--- config.mk ---
export PLATFORM = sky130hd
export DESIGN_NAME = torque_off_loss_supervision
export DESIGN_NICKNAME = d
export VERILOG_FILES = /design/src/hw/torque_off_loss_supervision.v
export VERILOG_INCLUDE_DIRS = /design/src /design/src/hw
export SDC_FILE = /design/constraint.sdc
export NUM_CORES = 1
export LEC_CHECK = 0
export ABC_CLOCK_PERIOD_IN_PS = 1540
export BUFFER_PORTS_ARGS = -buffer_cell sky130_fd_sc_hd__buf_2
export CORE_AREA = 4 4 41 43
export DETAILED_ROUTE_END_ITERATION = 12
export DIE_AREA = 0 0 45 47
export GPL_ROUTABILITY_DRIVEN = 1
export PLACE_DENSITY = 0.69
export SLEW_MARGIN = 15
export SYNTH_ARGS = -nofsm -noshare
export SYNTH_HDL_FRONTEND = slang
export SYNTH_SLANG_ARGS = --single-unit
--- constraint.sdc ---
create_clock -name ref_clk_i -period 1.54 [get_ports ref_clk_i]
set_input_delay 0.231 -clock ref_clk_i [delete_from_list [all_inputs] [get_ports ref_clk_i]]
set_output_delay 0.231 -clock ref_clk_i [all_outputs]
set_load 0.05 [all_outputs]
--- src/hw/torque_off_sup_map.vh ---
// Codes and reset values for the torque-off loss supervisor
`ifndef TORQUE_OFF_SUP_MAP_VH
`define TORQUE_OFF_SUP_MAP_VH
`define REACT_FAULT 3'h1
`define REACT_ALARM 3'h2
`define REACT_NONE 3'h3
`define REACT_ONLY_ALARM 3'h4
`define CABLING_NO_ACTION 1'h0
`define CABLING_TRIP 1'h1
`define REACT_RESET 3'h1
`define FLAG_RESET 1'h0
`define PIN_RESET 1'h0
`define DISABLE_RESET 1'h1
`endif

--- src/hw/torque_off_loss_supervision.v ---
// Torque-off channel loss supervisor with cabling/ground fault selector
`timescale 1ns/1ps
`default_nettype none
`include "torque_off_sup_map.vh"

// Functional notes
// RULE1 - Code 1: any channel loss latches the trip fault, run state ignored.
// RULE2 - Codes 2 and 3 while running: any channel loss latches the trip fault.
// RULE3 - Both channels absent: alarm under code 2 stopped, code 4 always.
// RULE4 - One channel lost: per-channel fault under 2/3 stopped, 4 always.
// RULE5 - Code 3 stopped with both channels absent: no alarm, no fault.
// RULE6 - Reaction code only affects reporting; torque disable follows channels.
// RULE7 - Externally powered control without main power masks per-channel faults.
// RULE8 - Cabling/ground fault ignored at 0, latches cabling fault at 1.
// RULE9 - Configurer should select no action when fed through DC link.
// RULE10 - Faults latch until fault reset; alarm follows the live condition.
module torque_off_loss_supervision (
  // Clock and reset
  input wire ref_clk_i,
  input wire arst_n_i,
  // Channel pins, active high means channel present
  input wire chan1_present_i,
  input wire chan2_present_i,
  // Drive state pins
  input wire running_i,
  input wire ext_ctrl_power_only_i,
  input wire cabling_ground_detect_i,
  // Settings and fault reset from control logic
  input wire [2:0] channel_loss_reaction_i,
  input wire cabling_fault_reaction_i,
  input wire fault_reset_i,
  // Outputs
  output reg torque_disable_o,
  output reg torque_disable_trip_fault_o,
  output reg torque_disable_trip_alarm_o,
  output reg first_channel_lost_fault_o,
  output reg second_channel_lost_fault_o,
  output reg cabling_ground_fault_o
);

  // Pins come from another domain: two flops each before any logic
  localparam PIN_CNT = 5;
  localparam PIN_CHAN1 = 0;
  localparam PIN_CHAN2 = 1;
  localparam PIN_RUN = 2;
  localparam PIN_EXT = 3;
  localparam PIN_CAB = 4;

  wire [PIN_CNT-1:0] pin_raw;
  wire [PIN_CNT-1:0] pin_sync;

  assign pin_raw[PIN_CHAN1] = chan1_present_i;
  assign pin_raw[PIN_CHAN2] = chan2_present_i;
  assign pin_raw[PIN_RUN] = running_i;
  assign pin_raw[PIN_EXT] = ext_ctrl_power_only_i;
  assign pin_raw[PIN_CAB] = cabling_ground_detect_i;

  genvar g;
  generate
    for (g = 0; g < PIN_CNT; g = g + 1) begin : g_pin_sync
      reg meta_r;
      reg stable_r;
      always @(posedge ref_clk_i or negedge arst_n_i) begin
        if (!arst_n_i) begin
          meta_r <= `PIN_RESET;
          stable_r <= `PIN_RESET;
        end else begin
          meta_r <= pin_raw[g];
          stable_r <= meta_r;
        end
      end
      // Only the second flop feeds logic
      assign pin_sync[g] = stable_r;
    end
  endgenerate

  // Reset value reads as channels lost, so disable holds until pins settle
  wire lost1 = ~pin_sync[PIN_CHAN1];
  wire lost2 = ~pin_sync[PIN_CHAN2];
  wire run = pin_sync[PIN_RUN];
  wire ext_only = pin_sync[PIN_EXT];
  wire cab_det = pin_sync[PIN_CAB];
  wire any_lost = lost1 | lost2;
  wire both_lost = lost1 & lost2;
  wire one_lost = lost1 ^ lost2;
  // Code is a same-clock setting, used without synchronising
  wire [2:0] code = channel_loss_reaction_i;

  // Trip on any loss: code 1 always, codes 2 and 3 only while running
  function trip_on_loss;
    input [2:0] c;
    input r;
    begin
      case (c)
        `REACT_FAULT: trip_on_loss = 1'h1; // [RULE1]
        `REACT_ALARM: trip_on_loss = r; // [RULE2]
        `REACT_NONE: trip_on_loss = r; // [RULE2]
        default: trip_on_loss = 1'h0;
      endcase
    end
  endfunction

  // Alarm on both absent: code 2 stopped, code 4 always
  function alarm_on_both;
    input [2:0] c;
    input r;
    begin
      case (c)
        `REACT_ALARM: alarm_on_both = ~r; // [RULE3]
        `REACT_NONE: alarm_on_both = 1'h0; // [RULE5]
        `REACT_ONLY_ALARM: alarm_on_both = 1'h1; // [RULE3]
        default: alarm_on_both = 1'h0;
      endcase
    end
  endfunction

  // Per-channel fault on one lost: codes 2 and 3 stopped, code 4 always
  function single_on_one;
    input [2:0] c;
    input r;
    begin
      case (c)
        `REACT_ALARM: single_on_one = ~r; // [RULE4]
        `REACT_NONE: single_on_one = ~r; // [RULE4]
        `REACT_ONLY_ALARM: single_on_one = 1'h1; // [RULE4]
        default: single_on_one = 1'h0;
      endcase
    end
  endfunction

  // Sticky flag update
  function sticky;
    input set_now;
    input held_now;
    input clear_now;
    begin
      // A live cause beats a reset in the same cycle
      sticky = set_now | (held_now & ~clear_now);
    end
  endfunction

  reg trip_set;
  reg alarm_nxt;
  reg single_set;
  always @* begin
    trip_set = 1'h0;
    alarm_nxt = 1'h0;
    single_set = 1'h0;
    trip_set = trip_on_loss(code, run) & any_lost; // [RULE1] [RULE2]
    alarm_nxt = alarm_on_both(code, run) & both_lost; // [RULE3] [RULE5]
    single_set = single_on_one(code, run) & one_lost; // [RULE4]
  end

  wire cab_set = (cabling_fault_reaction_i == `CABLING_TRIP) & cab_det; // [RULE8]
  wire s1_set = single_set & lost1 & ~ext_only; // [RULE7]
  wire s2_set = single_set & lost2 & ~ext_only; // [RULE7]

  // Torque disable ignores the reaction code entirely
  always @(posedge ref_clk_i or negedge arst_n_i) begin
    if (!arst_n_i) begin
      torque_disable_o <= `DISABLE_RESET;
    end else begin
      torque_disable_o <= any_lost; // [RULE6]
    end
  end

  // Alarm follows the live condition, no latch
  always @(posedge ref_clk_i or negedge arst_n_i) begin
    if (!arst_n_i) begin
      torque_disable_trip_alarm_o <= `FLAG_RESET;
    end else begin
      torque_disable_trip_alarm_o <= alarm_nxt; // [RULE10]
    end
  end

  always @(posedge ref_clk_i or negedge arst_n_i) begin
    if (!arst_n_i) begin
      torque_disable_trip_fault_o <= `FLAG_RESET;
    end else begin
      torque_disable_trip_fault_o <= sticky(trip_set, torque_disable_trip_fault_o,
        fault_reset_i); // [RULE10]
    end
  end

  always @(posedge ref_clk_i or negedge arst_n_i) begin
    if (!arst_n_i) begin
      first_channel_lost_fault_o <= `FLAG_RESET;
    end else begin
      first_channel_lost_fault_o <= sticky(s1_set, first_channel_lost_fault_o,
        fault_reset_i); // [RULE10]
    end
  end

  always @(posedge ref_clk_i or negedge arst_n_i) begin
    if (!arst_n_i) begin
      second_channel_lost_fault_o <= `FLAG_RESET;
    end else begin
      second_channel_lost_fault_o <= sticky(s2_set, second_channel_lost_fault_o,
        fault_reset_i); // [RULE10]
    end
  end

  // DC-link feeding needs this left at no action, else nuisance trips
  always @(posedge ref_clk_i or negedge arst_n_i) begin
    if (!arst_n_i) begin
      cabling_ground_fault_o <= `FLAG_RESET;
    end else begin
      cabling_ground_fault_o <= sticky(cab_set, cabling_ground_fault_o,
        fault_reset_i); // [RULE8]
    end
  end

endmodule // torque_off_loss_supervision
`default_nettype wire

==> results.ini <==
[logic_synthesis]
synth_cell_types=14
synthCells=38
ys_seq_elements=16
synth_fp_nets=52
synth-seq-area-share=0.736
synthesis.area_um2=546
syn_avg_cell_area_um2=14.4
ys.warnings.count=0

[floorplan]
num_rows=13
die_w_um=45
io_pins=18
dieArea_um2=2120
die_h_um=47
core_area_um2=1300
initial_utilization=0.419

[setup_path]
reg2reg_depth=5
arrival_ps=1040
path_cells=buf_2
crit_path_max_fanout=1
crit_family=flip-flops
required_ps=1310
reg2reg_from=g_pin_sync[0].stable_r$_DFF_PN0_
r2r_setup_slack_ps=400
crit_type=flop to output port
cp_slowest_cell=dfstp_2
cp-end-kind=output port
max_stage_delay_ps=520
r2r_end=second_channel_lost_fault_o$_DFF_PN0_
path_buf_inv=1
startpoint_type=flop

[place]
place_area_um2=649
place_congestion=0.641
io_buffers=17

[route]
drt_pass1_iterations=2
drt_iter0_drc=1
viasPerCell=4.39
dr_total_vias=329
wl_per_cell_um=9.81
routed_wl_um=736
drc_errors=0
postRouteAntennaNets=0

[global_route]
grt_max_degree=17
grt_pass1_vias=334
track_usage=0.0872
overflow=0
grt_pass1_wl_um=1320
antenna_found_initial=0

[sta]
skew_ps=0.570
hold_viol_final=0
fmax_mhz=784
fin_setup_tns_ps=0
period_minus_slack_ps=1280
max_slew_margin=0.774
period_share=0.828
slew_viol_final=0
worst_pin_slew_ps=339
setup_violations=0
rsz0062_at_grt=false

[final_layout]
syn2layout_area_growth_pct=27.5
layout_commonest_cell=buf_2
antennaDiodeCount=0
utilization=0.535
fin_nets=75
final_cell_mix=buf_2, dfrtp_1, inv_1, clkbuf_4
final_cell_area_um2=696
drive_gt1_frac=0.400

[pwr]
vdd_drop_max_mv=0.472
power_frac_clock=0.325
power.density_nw_per_um2=1160
p_sw_frac=0.235
sequentialPowerShare=0.560
p_int_mw=0.617
power.switching_mw=0.190
finalPower_mw=0.807
p_comb_frac=0.115
p_leak_nw=0.357

[worst_hold_path]
min_from=running_i
hp-class=input pin to flop
min_to=g_pin_sync[2].meta_r$_DFF_PN0_
min_path_cells=1

[clocking]
clk_latency_ps=270
htreeDepth=1
cts.sinks=16
clk_pin_slew_ps=90
cts_root_buffer=clkbuf_4
cts_setup_buffers=0
cts_made_buffers=3
cts_tree=done
cts_resized=0
cts-hold-fix-buffers=1
cts.path.max_buffers=2

[flow_run]
cap_violations=0

[outcome]
status=finished, final reports clean

## metal layers
layer,wire (µm),up-vias,GRT usage
met5,0,-,0
met1,326,152,0.107
met2,341,12,0.147
li1,-,165,-
met3,69,0,0.0230
met4,0,0,0.0351
## layout make-up
type,count,area (µm²)
clock buffer,4,36.3
fill,118,606
inverter,8,30.0
multi-input combinational,14,114
sequential,16,402
tap,15,18.8
timing repair buffer,18,95.1
## power groups by stage
stage	clock network, mW	logic (mW)	registers (mW)
floorplan	0	0.0196	0.494
global placement	0	0.0906	0.459
detailed placement	0	0.0918	0.461
CTS	0.274	0.0942	0.452
global route	0.297	0.103	0.455
finish	0.263	0.0926	0.452
## Yosys cell counts (all sizes together)
| library cell | instances | share of area |
|---|---|---|
| mux2i | 1 | 0.018 |
| ha | 2 | 0.046 |
| nor2b | 1 | 0.011 |
| inv | 8 | 0.055 |
| o21ai | 2 | 0.018 |
| a21oi | 1 | 0.0092 |
| o32ai | 1 | 0.016 |
| nor3b | 3 | 0.060 |
| nand2 | 1 | 0.0069 |
| o22ai | 2 | 0.023 |
| dfrtp | 15 | 0.69 |
| dfstp | 1 | 0.048 |
## worst max path at each step
stage	start	end	slack [ps]	depth (start not counted)
global route	torque_disable_o$_DFF_PN1_	torque_disable_o	220	1
global placement	g_pin_sync[0].stable_r$_DFF_PN0_	second_channel_lost_fault_o$_DFF_PN0_	450	5
CTS	torque_disable_o$_DFF_PN1_	torque_disable_o	240	1
floorplan	g_pin_sync[0].stable_r$_DFF_PN0_	first_channel_lost_fault_o$_DFF_PN0_	470	5
detailed placement	g_pin_sync[0].stable_r$_DFF_PN0_	second_channel_lost_fault_o$_DFF_PN0_	400	5
finish	torque_disable_o$_DFF_PN1_	torque_disable_o	260	1
## flip-flops by register name, indices dropped and copies added, names as in the netlist
name and flops:
torque_disable_trip_alarm_o 1, torque_disable_o 1, first_channel_lost_fault_o 1, ext_only 1
g_pin_sync.meta_r 5, torque_disable_trip_fault_o 1, g_pin_sync.stable_r 2, alarm_on_both.r 1
second_channel_lost_fault_o 1, cab_det 1, cabling_ground_fault_o 1
## logic make-up after synthesis
family,Yosys count,synth area share
mux,1,0.0183
buf+inv,8,0.0550
flops,16,0.736
compound gates,6,0.0665
simple gates,5,0.0780
fa+ha+maj,2,0.0459
## through the flow
stage                     hold slack, ps  setup WS [ps]  instances
after floorplan                    -64.6            471         38
after global placement               149            447         70
after detailed placement             155            397         70
after CTS                           44.1            244         75
after global routing                36.2            225         75
final                               57.1            265         75
Note: power is estimated with default switching activity, not from simulation.
